[src/rtl/cpmv_consts.svh]
// Purpose: constants for the coprocessor move-to-gpr block
// Assumes: 32-bit instruction words, 64-bit general registers
// Notes: opcode and field positions plus register locations
`ifndef CPMV_CONSTS_SVH
`define CPMV_CONSTS_SVH
`define CPMV_OP_SYSCTL 6'h10
`define CPMV_OP_FLOAT 6'h11
`define CPMV_OP_AUX 6'h12
`define CPMV_SUB_READ_LOW 5'h00
`define CPMV_SUB_READ_HIGH 5'h03
`define CPMV_XLAT_EVEN_IDX 5'h02
`define CPMV_XLAT_ODD_IDX 5'h03
`define CPMV_XLAT_SEL 3'h0
`define CPMV_NEWEST_REV 4'h6
`define CPMV_ST_BIT_RSVD 0
`define CPMV_ST_BIT_UNUSABLE 1
`define CPMV_ST_BIT_DONE 2
`define CPMV_ADDR_STATUS 4'h0
`define CPMV_ADDR_MASK 4'h4
`define CPMV_ADDR_COUNT 4'h8
`endif

[src/rtl/cpmv_pkg.sv]
// Purpose: types for the coprocessor move-to-gpr block
// Assumes: nothing beyond the constants header
// Notes: instruction classes only
package cpmv_pkg;
    typedef enum logic [2:0] {
        CPMV_NONE,
        CPMV_SYS_LOW,
        CPMV_SYS_HIGH,
        CPMV_FLOAT,
        CPMV_AUX
    } cpmv_kind_t;
endpackage

[src/rtl/cpmv_move_unit.sv]
// Purpose: executes the four coprocessor-to-gpr moves
// Assumes: coprocessor register reads answer combinationally
// Notes: one write-back or exception pulse per accepted instruction, one cycle after issue
// Behaviour
// - decode system-control low read: op 010000, bits 25..21 and 10..3 zero
// - ordinary system-control value sign-extended into destination
// - translation-entry low read moves inhibit bits 63,62 to 31,30
// - newest revision: unimplemented system-control read returns zero
// - decode float word read: op 010001, bits 25..21 and 10..0 zero
// - float word read sign-extends bits 31..0 of float register
// - float read: unusable when disabled, reserved when unsupported
// - decode aux word read: op 010010, bits 25..21 zero, pass selector
// - aux coprocessor interprets selector; core sign-extends low word
// - aux read raises unusable exception when that coprocessor disabled
// - decode high system-control read: op 010000, bits 25..21 00011, bits 10..3 zero
// - high read raises reserved exception when high moves disabled
// - extended register high read sign-extends bits 63:32
// - translation-entry high read gives bits 61..30 only with large paddr
// - newest revision: high read of non-extended register returns zero
`timescale 1ns/10ps
`include "cpmv_consts.svh"
module cpmv_move_unit
    import cpmv_pkg::*;
#(
    parameter int GPR_W = 64,
    parameter int AUX_SEL_W = 16
) (
    input wire logic clk,
    input wire logic resetn,
    input wire logic clk_en,
    input wire logic issue_valid,
    input wire logic [31:0] instr,
    input wire logic [3:0] arch_rev,
    input wire logic float_enable,
    input wire logic float_supported,
    input wire logic aux_enable,
    input wire logic high_move_enable,
    input wire logic large_paddr_present,
    input wire logic large_paddr_enable,
    output logic [4:0] sysctl_src_index,
    output logic [2:0] sysctl_src_sel,
    input wire logic [63:0] sysctl_rdata,
    input wire logic sysctl_implemented,
    input wire logic sysctl_extended,
    output logic [4:0] src_float_index,
    input wire logic [63:0] float_rdata,
    output logic [AUX_SEL_W-1:0] aux_selector,
    input wire logic [63:0] aux_rdata,
    output logic gpr_we,
    output logic [4:0] dest_gpr_index,
    output logic [GPR_W-1:0] gpr_wdata,
    output logic exc_unusable,
    output logic [1:0] exc_cop_num,
    output logic exc_reserved,
    input wire logic [3:0] sw_addr,
    input wire logic [31:0] sw_wdata,
    input wire logic sw_write,
    input wire logic sw_read,
    output logic [31:0] sw_rdata,
    output logic irq
);
    localparam logic [3:0] ADDR_STATUS = `CPMV_ADDR_STATUS;
    localparam logic [3:0] ADDR_MASK = `CPMV_ADDR_MASK;
    localparam logic [3:0] ADDR_COUNT = `CPMV_ADDR_COUNT;

    function automatic logic [GPR_W-1:0] sext32(input logic [31:0] v);
        sext32 = {{(GPR_W-32){v[31]}}, v};
    endfunction

    logic [5:0] opcode;
    logic [4:0] sub_op;
    cpmv_kind_t kind;
    logic is_xlat;
    logic newest;
    logic [GPR_W-1:0] result;
    logic raise_rsvd;
    logic raise_unusable;
    logic [1:0] cop_num;
    logic [2:0] status_reg;
    logic [2:0] mask_reg;
    logic [15:0] count_reg;
    logic [2:0] event_set;

    assign opcode = instr[31:26];
    assign sub_op = instr[25:21];
    assign sysctl_src_index = instr[15:11];
    assign sysctl_src_sel = instr[2:0];
    assign src_float_index = instr[15:11];
    assign aux_selector = instr[AUX_SEL_W-1:0];
    assign newest = arch_rev >= `CPMV_NEWEST_REV;
    assign is_xlat = (instr[15:11] == `CPMV_XLAT_EVEN_IDX ||
        instr[15:11] == `CPMV_XLAT_ODD_IDX) && instr[2:0] == `CPMV_XLAT_SEL;

    always_comb begin
        kind = CPMV_NONE;
        case (opcode)
            `CPMV_OP_SYSCTL: begin
                if (sub_op == `CPMV_SUB_READ_LOW && instr[10:3] == 8'h00) begin
                    kind = CPMV_SYS_LOW;
                end else if (sub_op == `CPMV_SUB_READ_HIGH && instr[10:3] == 8'h00) begin
                    kind = CPMV_SYS_HIGH;
                end
            end
            `CPMV_OP_FLOAT: begin
                if (sub_op == `CPMV_SUB_READ_LOW && instr[10:0] == 11'h000) begin
                    kind = CPMV_FLOAT;
                end
            end
            `CPMV_OP_AUX: begin
                if (sub_op == `CPMV_SUB_READ_LOW) begin
                    kind = CPMV_AUX;
                end
            end
            default: kind = CPMV_NONE;
        endcase
    end

    always_comb begin
        result = '0;
        raise_rsvd = 1'b0;
        raise_unusable = 1'b0;
        cop_num = 2'h0;
        case (kind)
            CPMV_SYS_LOW: begin
                // pre-newest revisions leave the result open; zero is a safe pick
                if (!sysctl_implemented) begin
                    result = '0;
                end else if (is_xlat) begin
                    result = {{(GPR_W-32){sysctl_rdata[63]}}, sysctl_rdata[63],
                        sysctl_rdata[62], sysctl_rdata[29:0]};
                end else begin
                    result = sext32(sysctl_rdata[31:0]);
                end
            end
            CPMV_SYS_HIGH: begin
                if (!high_move_enable) begin
                    raise_rsvd = 1'b1;
                end else if (!sysctl_implemented || !sysctl_extended) begin
                    result = '0;
                end else if (is_xlat) begin
                    if (large_paddr_present && large_paddr_enable) begin
                        result = sext32(sysctl_rdata[61:30]);
                    end
                end else begin
                    result = sext32(sysctl_rdata[63:32]);
                end
            end
            CPMV_FLOAT: begin
                cop_num = 2'h1;
                if (!float_enable) begin
                    raise_unusable = 1'b1;
                end else if (!float_supported) begin
                    raise_rsvd = 1'b1;
                end else begin
                    result = sext32(float_rdata[31:0]);
                end
            end
            CPMV_AUX: begin
                cop_num = 2'h2;
                if (!aux_enable) begin
                    raise_unusable = 1'b1;
                end else begin
                    result = sext32(aux_rdata[31:0]);
                end
            end
            default: result = '0;
        endcase
    end

    // write-back only; the source register is never written from here
    always_ff @(posedge clk or negedge resetn) begin
        if (!resetn) begin
            gpr_we <= 1'b0;
            dest_gpr_index <= 5'h00;
            gpr_wdata <= '0;
            exc_unusable <= 1'b0;
            exc_reserved <= 1'b0;
            exc_cop_num <= 2'h0;
        end else if (clk_en) begin
            gpr_we <= issue_valid && kind != CPMV_NONE && !raise_rsvd
                && !raise_unusable;
            dest_gpr_index <= instr[20:16];
            gpr_wdata <= result;
            exc_unusable <= issue_valid && raise_unusable;
            exc_reserved <= issue_valid && raise_rsvd;
            exc_cop_num <= cop_num;
        end
    end

    assign event_set = {gpr_we, exc_unusable, exc_reserved};

    // set wins over a same-cycle write-one clear
    always_ff @(posedge clk or negedge resetn) begin
        if (!resetn) begin
            status_reg <= 3'h0;
        end else if (clk_en) begin
            status_reg <= (status_reg & ~((sw_write && sw_addr == ADDR_STATUS) ?
                sw_wdata[2:0] : 3'h0)) | event_set;
        end
    end

    always_ff @(posedge clk or negedge resetn) begin
        if (!resetn) begin
            mask_reg <= 3'h0;
        end else if (clk_en && sw_write && sw_addr == ADDR_MASK) begin
            mask_reg <= sw_wdata[2:0];
        end
    end

    always_ff @(posedge clk or negedge resetn) begin
        if (!resetn) begin
            count_reg <= 16'h0000;
        end else if (clk_en && gpr_we) begin
            count_reg <= count_reg + 16'h0001;
        end
    end

    always_ff @(posedge clk or negedge resetn) begin
        if (!resetn) begin
            sw_rdata <= 32'h0000_0000;
        end else if (clk_en) begin
            sw_rdata <= 32'h0000_0000;
            if (sw_read) begin
                case (sw_addr)
                    ADDR_STATUS: sw_rdata <= {29'h0, status_reg};
                    ADDR_MASK: sw_rdata <= {29'h0, mask_reg};
                    ADDR_COUNT: sw_rdata <= {16'h0000, count_reg};
                    default: sw_rdata <= 32'h0000_0000;
                endcase
            end
        end
    end

    assign irq = |(status_reg & mask_reg);

    a_high_gate: assert property (@(posedge clk) disable iff (!resetn)
        clk_en && issue_valid && kind == CPMV_SYS_HIGH && !high_move_enable
        |=> exc_reserved && !gpr_we)
        else $error("high read not refused when disabled");
    a_float_unusable: assert property (@(posedge clk) disable iff (!resetn)
        clk_en && issue_valid && kind == CPMV_FLOAT && !float_enable
        |=> exc_unusable && exc_cop_num == 2'h1 && !gpr_we)
        else $error("float read while disabled not flagged");
    a_aux_unusable: assert property (@(posedge clk) disable iff (!resetn)
        clk_en && issue_valid && kind == CPMV_AUX && !aux_enable
        |=> exc_unusable && exc_cop_num == 2'h2)
        else $error("aux read while disabled not flagged");
    a_float_data: assert property (@(posedge clk) disable iff (!resetn)
        clk_en && issue_valid && kind == CPMV_FLOAT && float_enable && float_supported
        |=> gpr_we && gpr_wdata == sext32($past(float_rdata[31:0])))
        else $error("float word read data wrong");
    a_xlat_low: assert property (@(posedge clk) disable iff (!resetn)
        clk_en && issue_valid && kind == CPMV_SYS_LOW && sysctl_implemented && is_xlat
        |=> gpr_wdata[31] == $past(sysctl_rdata[63])
        && gpr_wdata[30] == $past(sysctl_rdata[62]))
        else $error("inhibit bits misplaced");
    a_unimpl_zero: assert property (@(posedge clk) disable iff (!resetn)
        clk_en && issue_valid && kind == CPMV_SYS_LOW && !sysctl_implemented && newest
        |=> gpr_we && gpr_wdata == '0)
        else $error("unimplemented read not zero");
    a_high_ext: assert property (@(posedge clk) disable iff (!resetn)
        clk_en && issue_valid && kind == CPMV_SYS_HIGH && high_move_enable
        && sysctl_implemented && sysctl_extended && !is_xlat
        |=> gpr_wdata == sext32($past(sysctl_rdata[63:32])))
        else $error("high word data wrong");
    a_high_nonext: assert property (@(posedge clk) disable iff (!resetn)
        clk_en && issue_valid && kind == CPMV_SYS_HIGH && high_move_enable
        && !sysctl_extended |=> gpr_we && gpr_wdata == '0)
        else $error("non-extended high read not zero");
    a_xlat_high: assert property (@(posedge clk) disable iff (!resetn)
        clk_en && issue_valid && kind == CPMV_SYS_HIGH && high_move_enable
        && sysctl_implemented && sysctl_extended && is_xlat && !large_paddr_enable
        |=> gpr_wdata == '0)
        else $error("xlat high read without large paddr not zero");
    a_dest_index: assert property (@(posedge clk) disable iff (!resetn)
        clk_en && issue_valid && kind == CPMV_SYS_LOW
        |=> gpr_we && dest_gpr_index == $past(instr[20:16]))
        else $error("destination index wrong");
    a_single_wb: assert property (@(posedge clk) disable iff (!resetn)
        clk_en && !issue_valid |=> !gpr_we)
        else $error("write-back without issue");

    // exception paths: only one outcome per accepted instruction
    a_float_rsvd: assert property (@(posedge clk) disable iff (!resetn)
        clk_en && issue_valid && kind == CPMV_FLOAT && float_enable && !float_supported
        |=> exc_reserved && !exc_unusable && !gpr_we)
        else $error("unsupported float read not refused");
    a_float_prio: assert property (@(posedge clk) disable iff (!resetn)
        clk_en && issue_valid && kind == CPMV_FLOAT && !float_enable
        |=> !exc_reserved)
        else $error("float unusable did not take priority");
    a_aux_no_wb: assert property (@(posedge clk) disable iff (!resetn)
        clk_en && issue_valid && kind == CPMV_AUX && !aux_enable
        |=> !gpr_we && !exc_reserved)
        else $error("aux read written back while disabled");
    a_exc_exclusive: assert property (@(posedge clk) disable iff (!resetn)
        gpr_we |-> !exc_unusable && !exc_reserved)
        else $error("write-back beside an exception");
    a_unrec_quiet: assert property (@(posedge clk) disable iff (!resetn)
        clk_en && issue_valid && kind == CPMV_NONE
        |=> !gpr_we && !exc_unusable && !exc_reserved)
        else $error("unrecognised encoding produced an answer");

    // data paths of the low-word reads
    a_low_sext: assert property (@(posedge clk) disable iff (!resetn)
        clk_en && issue_valid && kind == CPMV_SYS_LOW && sysctl_implemented && !is_xlat
        |=> gpr_wdata == sext32($past(sysctl_rdata[31:0])))
        else $error("ordinary low read not sign-extended");
    a_xlat_low_body: assert property (@(posedge clk) disable iff (!resetn)
        clk_en && issue_valid && kind == CPMV_SYS_LOW && sysctl_implemented && is_xlat
        |=> gpr_wdata[29:0] == $past(sysctl_rdata[29:0]))
        else $error("xlat low body bits wrong");
    a_xlat_low_fill: assert property (@(posedge clk) disable iff (!resetn)
        clk_en && issue_valid && kind == CPMV_SYS_LOW && sysctl_implemented && is_xlat
        |=> gpr_wdata[63:32] == {32{$past(sysctl_rdata[63])}})
        else $error("xlat low upper fill wrong");
    a_float_dest: assert property (@(posedge clk) disable iff (!resetn)
        clk_en && issue_valid && kind == CPMV_FLOAT && float_enable && float_supported
        |=> dest_gpr_index == $past(instr[20:16]))
        else $error("float read destination wrong");
    a_aux_data: assert property (@(posedge clk) disable iff (!resetn)
        clk_en && issue_valid && kind == CPMV_AUX && aux_enable
        |=> gpr_we && gpr_wdata == sext32($past(aux_rdata[31:0])))
        else $error("aux word read data wrong");
    a_aux_dest: assert property (@(posedge clk) disable iff (!resetn)
        clk_en && issue_valid && kind == CPMV_AUX && aux_enable
        |=> dest_gpr_index == $past(instr[20:16]))
        else $error("aux read destination wrong");

    // data paths of the high-word read
    a_high_dest: assert property (@(posedge clk) disable iff (!resetn)
        clk_en && issue_valid && kind == CPMV_SYS_HIGH && high_move_enable
        |=> gpr_we && dest_gpr_index == $past(instr[20:16]))
        else $error("high read destination wrong");
    a_xlat_high_lpa: assert property (@(posedge clk) disable iff (!resetn)
        clk_en && issue_valid && kind == CPMV_SYS_HIGH && high_move_enable
        && sysctl_implemented && sysctl_extended && is_xlat
        && large_paddr_present && large_paddr_enable
        |=> gpr_wdata == sext32($past(sysctl_rdata[61:30])))
        else $error("xlat high read with large paddr wrong");
    a_xlat_high_nolpp: assert property (@(posedge clk) disable iff (!resetn)
        clk_en && issue_valid && kind == CPMV_SYS_HIGH && high_move_enable
        && sysctl_implemented && sysctl_extended && is_xlat && !large_paddr_present
        |=> gpr_wdata == '0)
        else $error("xlat high read without paddr support not zero");
    a_high_unimpl: assert property (@(posedge clk) disable iff (!resetn)
        clk_en && issue_valid && kind == CPMV_SYS_HIGH && high_move_enable
        && !sysctl_implemented |=> gpr_we && gpr_wdata == '0)
        else $error("unimplemented high read not zero");

    // status and enable behaviour
    a_done_sets: assert property (@(posedge clk) disable iff (!resetn)
        clk_en && gpr_we |=> status_reg[`CPMV_ST_BIT_DONE])
        else $error("write-back did not set status");
    a_freeze: assert property (@(posedge clk) disable iff (!resetn)
        !clk_en |=> $stable(gpr_we) && $stable(gpr_wdata) && $stable(status_reg)
        && $stable(count_reg))
        else $error("state moved while clock enable low");
endmodule

[config.mk]
export PLATFORM = sky130hd
export DESIGN_NAME = cpmv_move_unit
export DESIGN_NICKNAME = d
export VERILOG_FILES = /design/src/rtl/cpmv_pkg.sv /design/src/rtl/cpmv_move_unit.sv
export VERILOG_INCLUDE_DIRS = /design/src /design/src/rtl
export SDC_FILE = /design/constraint.sdc
export NUM_CORES = 1
export LEC_CHECK = 0
export BUFFER_PORTS_ARGS = -buffer_cell sky130_fd_sc_hd__buf_4
export CELL_PAD_IN_SITES_DETAIL_PLACEMENT = 1
export CELL_PAD_IN_SITES_GLOBAL_PLACEMENT = 2
export CORE_AREA = 2 2 159 161
export DETAILED_ROUTE_END_ITERATION = 10
export DIE_AREA = 0 0 161 163
export PLACE_DENSITY_LB_ADDON = 0.1
export SLEW_MARGIN = 20
export SYNTH_ARGS = -nofsm -noshare
export SYNTH_HDL_FRONTEND = slang
export SYNTH_SLANG_ARGS = --single-unit
[constraint.sdc]
create_clock -name clk -period 1.9 [get_ports clk]
set_input_delay 0.19 -clock clk [delete_from_list [all_inputs] [get_ports clk]]
set_output_delay 0.19 -clock clk [all_outputs]
set_load 0.05 [all_outputs]
# Word level (Yosys, flattened, before mapping)

Cells that the tools add are included.

Bits in registers: 128
Bits of input ports: 278
Output and inout port bits: 136
Word-level logic and storage cells: 80

$add $sub $neg: 1
Equality and inequality tests: 12
Muxes and demuxes: 26
Bitwise gates (word level): 4
Reductions and logical operators: 27

Operators with widths:

| kind                    | number |
|---|---|
| $mux W64                | 9 |
| $pmux W64 S4            | 1 |
| $pmux W16 S3            | 1 |
| $eq A6 B5 Y1 const B    | 3 |
| $add A16 B1 Y16 const B | 1 |
| $mux W16                | 1 |
| $eq A5 B2 Y1 const B    | 3 |
| $logic_and A1 B1 Y1     | 14 |
| $logic_not A11 Y1       | 1 |
| $mux W3                 | 3 |
| $pmux W3 S3             | 1 |
| $logic_not A8 Y1        | 1 |
| $and A3 B3 Y3           | 2 |
| $eq A3 B2 Y1 const B    | 2 |
| $logic_not A5 Y1        | 1 |
| $mux W1                 | 5 |
| $eq A4 B3 Y1 const B    | 1 |
| $eq A4 B4 Y1 const B    | 1 |
| $logic_not A1 Y1        | 4 |
| $logic_not A4 Y1        | 1 |
| $mux W2                 | 2 |
| $pmux W1 S2             | 2 |
| $pmux W2 S2             | 1 |
| $eq A3 B1 Y1 const B    | 1 |
| other kinds (7)         | 8 |

# Depth between registers and ports, before layout

Word-level depth: 10
Mapped depth: 7

# Worst setup path after synthesis

Ideal clock, no wire load.

Path type: input port to flip-flop
From: in instr[29]
To: reg gpr_wdata[62]
Setup time: 0.077 ns
Arrival: 2.075 ns
Data required time: 1.823 ns
Slack: -0.251 ns
Stages on the path: 6
Path buffers: 1
Cell sequence: or4b_4 > or4_4 > a2111oi_4 > buf_6 > a22oi_1 > o21ai_1

Cells in the longest elaborated chain, start to end: 4
Elaborated cells between the ends (all ways): 9
Classes of those cells: eq/ne: 7; mux: 2

Ends and longest elaborated chain:

| what                                       | RTL line              | source |
|---|---|---|
| start, declared                            | cpmv_move_unit.sv:32  | `input wire logic [31:0] instr,` |
| $eq A6 B5 Y1                               | cpmv_move_unit.sv:96  | `case (opcode)` |
| $pmux W3 S3 (*)                            | cpmv_move_unit.sv:96  |  |
| $eq A3 B3 Y1, or another cell as far along | cpmv_move_unit.sv:123 | `case (kind)` |
| $pmux W64 S4 (*)                           | cpmv_move_unit.sv:123 |  |
| end signal, assigned                       | cpmv_move_unit.sv:183 | `gpr_wdata <= result;` |
| end, declared                              | cpmv_move_unit.sv:51  | `output logic [GPR_W-1:0] gpr_wdata,` |

Mark *: on every way between the ends. The rest lies on a longest branch, timed or not.
A chain may end at the register's enable or synchronous reset.

# Worst setup path in the final report

From: in instr[29]
To: reg gpr_wdata[21]

The elaborated chain is that of the path after synthesis.

==> impl_metrics.py <==
metrics = {
    "cells_and_area": {
        "finalNetCount": 1033,
        "antenna-diode-count": 0,
        "post_route_core_utilization_pct": 32.2,
        "largest_reg_flops": 32,
        "final_area_um2": 7940,
        "final_layout_size_suffix_gt1_share_pct": 55.3,
        "syn_to_final_growth_pct": 56.4,
    },
    "sta": {
        "finalWorstSetupSlack_ps": -42.7,
        "setup_viol": 18,
        "fin_crit_sh_pct": 102,
        "finalHoldWorstSlack_ps": 71.6,
        "final.min_clock_period_ps": 1940,
        "rsz_0062_raised_after_global_routing": "true",
        "fin_clk_skew_ps": 8.05,
        "maxClockFrequency_mhz": 515,
        "slew_viol_final": 0,
        "final_hold_viol_count": 0,
    },
    "critical_path": {
        "timing.critical_path.max_delay_family": "simple AND/OR/NAND/NOR gates",
        "path_cells": "buf_6 > or4b_4 > or4_4 > a2111oi_4 > buf_6 > clkbuf_16 > a22oi_1 > o21ai_1",
        "ff2ff_setup_slack_ps": 350,
        "timing.setup.critical_path_class": "in -> reg",
        "critical_path.most_common_cell": "sky130_fd_sc_hd__buf_6",
        "required_ps": 2170,
        "slowest_stage": "sky130_fd_sc_hd__or4b_4",
        "crit_fanout": 15,
        "cp-start-kind": "input pin",
        "worst_setup_path_end_kind": "register",
        "slowest_delay_ps": 550,
        "cp_num_buf_inv": 3,
        "timing.critical_path.arrival_ps": 2220,
    },
    "synth": {
        "ys_async_sr_fraction_pct": 100,
        "synthFlopType": "sky130_fd_sc_hd__dfrtp_1",
        "yosys_warnings": 0,
        "avgSynthCellArea_um2": 10.2,
        "ys_seq_elements": 80,
        "synth_cell_types": 52,
        "synthesis.instances": 499,
        "synth_top_cell_by_area": "sky130_fd_sc_hd__dfrtp_1",
        "synth_enable_flop_cells": 0,
        "synth.cell_area_um2": 5080,
        "synth_top_cells_by_count": "80 x sky130_fd_sc_hd__dfrtp_1, 77 x sky130_fd_sc_hd__buf_4, 43 x sky130_fd_sc_hd__mux2_2, 33 x sky130_fd_sc_hd__and3_1",
        "synth.area.top_cells": "sky130_fd_sc_hd__dfrtp_1 39%, sky130_fd_sc_hd__buf_4 11%, sky130_fd_sc_hd__mux2_2 9.5%",
        "yosysTopAreaCellShare_pct": 39.4,
        "post-synth-top-count-cell": "sky130_fd_sc_hd__dfrtp_1",
        "synth-seq-area-share_pct": 39.4,
    },
    "global_routing": {
        "grt_first_pass_wirelength_mm": 32.2,
        "grt_start_max_net_pins": 45,
        "antenna_violations_before_repair": 0,
        "grt_pass1_vias": 5348,
        "global_route.overflow_total": 0,
        "gr-usage-all-layers_pct": 16.0,
    },
    "run": {
        "maxCapViolCount": 0,
    },
    "drt": {
        "first_pass_iters": 6,
        "dr_total_vias": 4957,
        "detail_route.vias_per_cell": 4.55,
        "routed_wl_mm": 21.8,
        "antenna_left": 0,
        "routed_wire_length_per_instance_um": 20.0,
        "detail_route.drc_violations": 0,
        "drt-initial-drc-count": 297,
    },
    "clocking": {
        "clk_latency_worst_skew_pair_ps": 340,
        "clock_sink_count": 80,
        "clockBufferDepth": 2,
        "cts-buffers-inserted": 9,
        "clock-root-buffer": "sky130_fd_sc_hd__clkbuf_16",
        "h-tree-depth": 3,
        "cts.clk_slew.worst_paths_ps": 70,
        "tritoncts": "built",
    },
    "outcome": {
        "failed_checks": "setup timing",
        "outcome": "finished, violations left",
    },
    "floorplan": {
        "die_outline_area_um2": 26200,
        "num_rows": 58,
        "core_region_area_um2": 24700,
        "die_h_um": 163,
        "fp.dieW_um": 161,
        "top_level_ports": 414,
        "floorplan.initialDensity_pct": 20.6,
    },
    "power_and_ir_drop": {
        "pwr_density_cell_nw_per_um2": 560,
        "worst_ir_drop_vdd_mv": 0.294,
        "power.total_w": 0.00445,
        "p_leak_nw": 3.78,
    },
    "place": {
        "post-dp-hpwl_mm": 17.0,
        "postPlaceCellArea_um2": 7470,
        "detailedPlace.worstSlack_ps": -443,
        "io_buffers": 296,
        "gp_congestion": 0.776,
    },
    "hold_path": {
        "worstHoldPathType": "in -> reg",
    },
}
==> power by group <==
group	switching (W)	leakage, nW	internal [W]	total (W)
registers	0.0000173	1.10	0.00173	0.00174
clock network	0.000787	0.146	0.00107	0.00185
logic	0.000464	2.53	0.000387	0.000851
==> per-stage QoR <==
step	instances	TNS [ps]
2_1_floorplan	514	-6940
3_3_place_gp	1068	-12710
3_5_place_dp	1068	-14120
4_1_cts	1085	-1030
5_1_grt	1089	-1310
6_report	1089	-385
==> path summary, 6_finish.rpt <==
path                                           start                    endpoint  cells after the start
max in group asynchronous                     resetn   gpr_wdata[30]$_DFFE_PN0P_                      3
hold / removal                        float_rdata[7]    gpr_wdata[7]$_DFFE_PN0P_                      3
hold reg to reg            count_reg[15]$_DFFE_PN0P_   count_reg[15]$_DFFE_PN0P_                      1
setup / recovery                           instr[29]   gpr_wdata[21]$_DFFE_PN0P_                      8
min in group asynchronous                     resetn  exc_cop_num[0]$_DFFE_PN0P_                      2
setup reg to reg            count_reg[2]$_DFFE_PN0P_   count_reg[15]$_DFFE_PN0P_                      5
==> worst register-to-register path, cell delays in order (launching register included) <==
cell                      delay, ps
sky130_fd_sc_hd__dfrtp_1        400
sky130_fd_sc_hd__and4_1         290
sky130_fd_sc_hd__nand4_1        200
sky130_fd_sc_hd__nor2_1         250
sky130_fd_sc_hd__nand4_1        160
sky130_fd_sc_hd__xnor2_1        150
==> repair_timing <==
item                                    CTS  global route
hold endpoints to repair                 20             0
resized for setup                         0            17
pin swaps                                 0             1
endpoints found under the setup margin   31            33
setup buffers                             0             2
cloned                                    0             2
hold buffers                              1             0
==> layout make-up <==
cell class / count / area [um^2]
fillers: 2809 / 16700
repair buffers: 341 / 2720
multi-input cells: 318 / 2490
flip-flops and latches: 80 / 2000
well taps: 330 / 413
clock buffers: 11 / 243
clock inverters: 5 / 63.8
inverters: 4 / 15.0
==> cells in the final DEF, fill, tap and decap left out, types with 4 or more instances in the layout <==
cell type	n
sky130_fd_sc_hd__a222oi_1	32
sky130_fd_sc_hd__a22o_1	15
sky130_fd_sc_hd__a22oi_1	26
sky130_fd_sc_hd__a22oi_2	6
sky130_fd_sc_hd__and3_1	33
sky130_fd_sc_hd__buf_12	9
sky130_fd_sc_hd__buf_4	326
sky130_fd_sc_hd__clkbuf_16	11
sky130_fd_sc_hd__conb_1	16
sky130_fd_sc_hd__dfrtp_1	80
sky130_fd_sc_hd__mux2_2	43
sky130_fd_sc_hd__nand2_1	19
sky130_fd_sc_hd__nand3_1	8
sky130_fd_sc_hd__nand4_1	6
sky130_fd_sc_hd__nor2_1	9
sky130_fd_sc_hd__nor2b_1	4
sky130_fd_sc_hd__nor4_1	4
sky130_fd_sc_hd__o21ai_1	31
sky130_fd_sc_hd__o2bb2ai_1	5
sky130_fd_sc_hd__xnor2_1	11
sky130_fd_sc_hd__xor2_1	4
==> metal layers <==
metal / up-vias / global-route usage (%) / share of wire [%]
met5: - / 0 / 0
met3: 19 / 5.35 / 7.5
li1: 2329 / - / -
met2: 180 / 27.5 / 50
met1: 2429 / 19.1 / 41
met4: 0 / 4.59 / 1.9
==> cells by family after synthesis <==
family	count (synthesis)	share of synthesized area (%)
XOR/XNOR	15	2.59
AO/OA/AOI/OAI	131	20.2
buffers and inverters	116	14.8
adder cells (fa/ha/maj)	1	0.246
flip-flops	80	39.4
multiplexers	46	10.1
AND/OR/NAND/NOR	109	12.5
other	1	0.0738
Power figures use the tool's default switching activity.
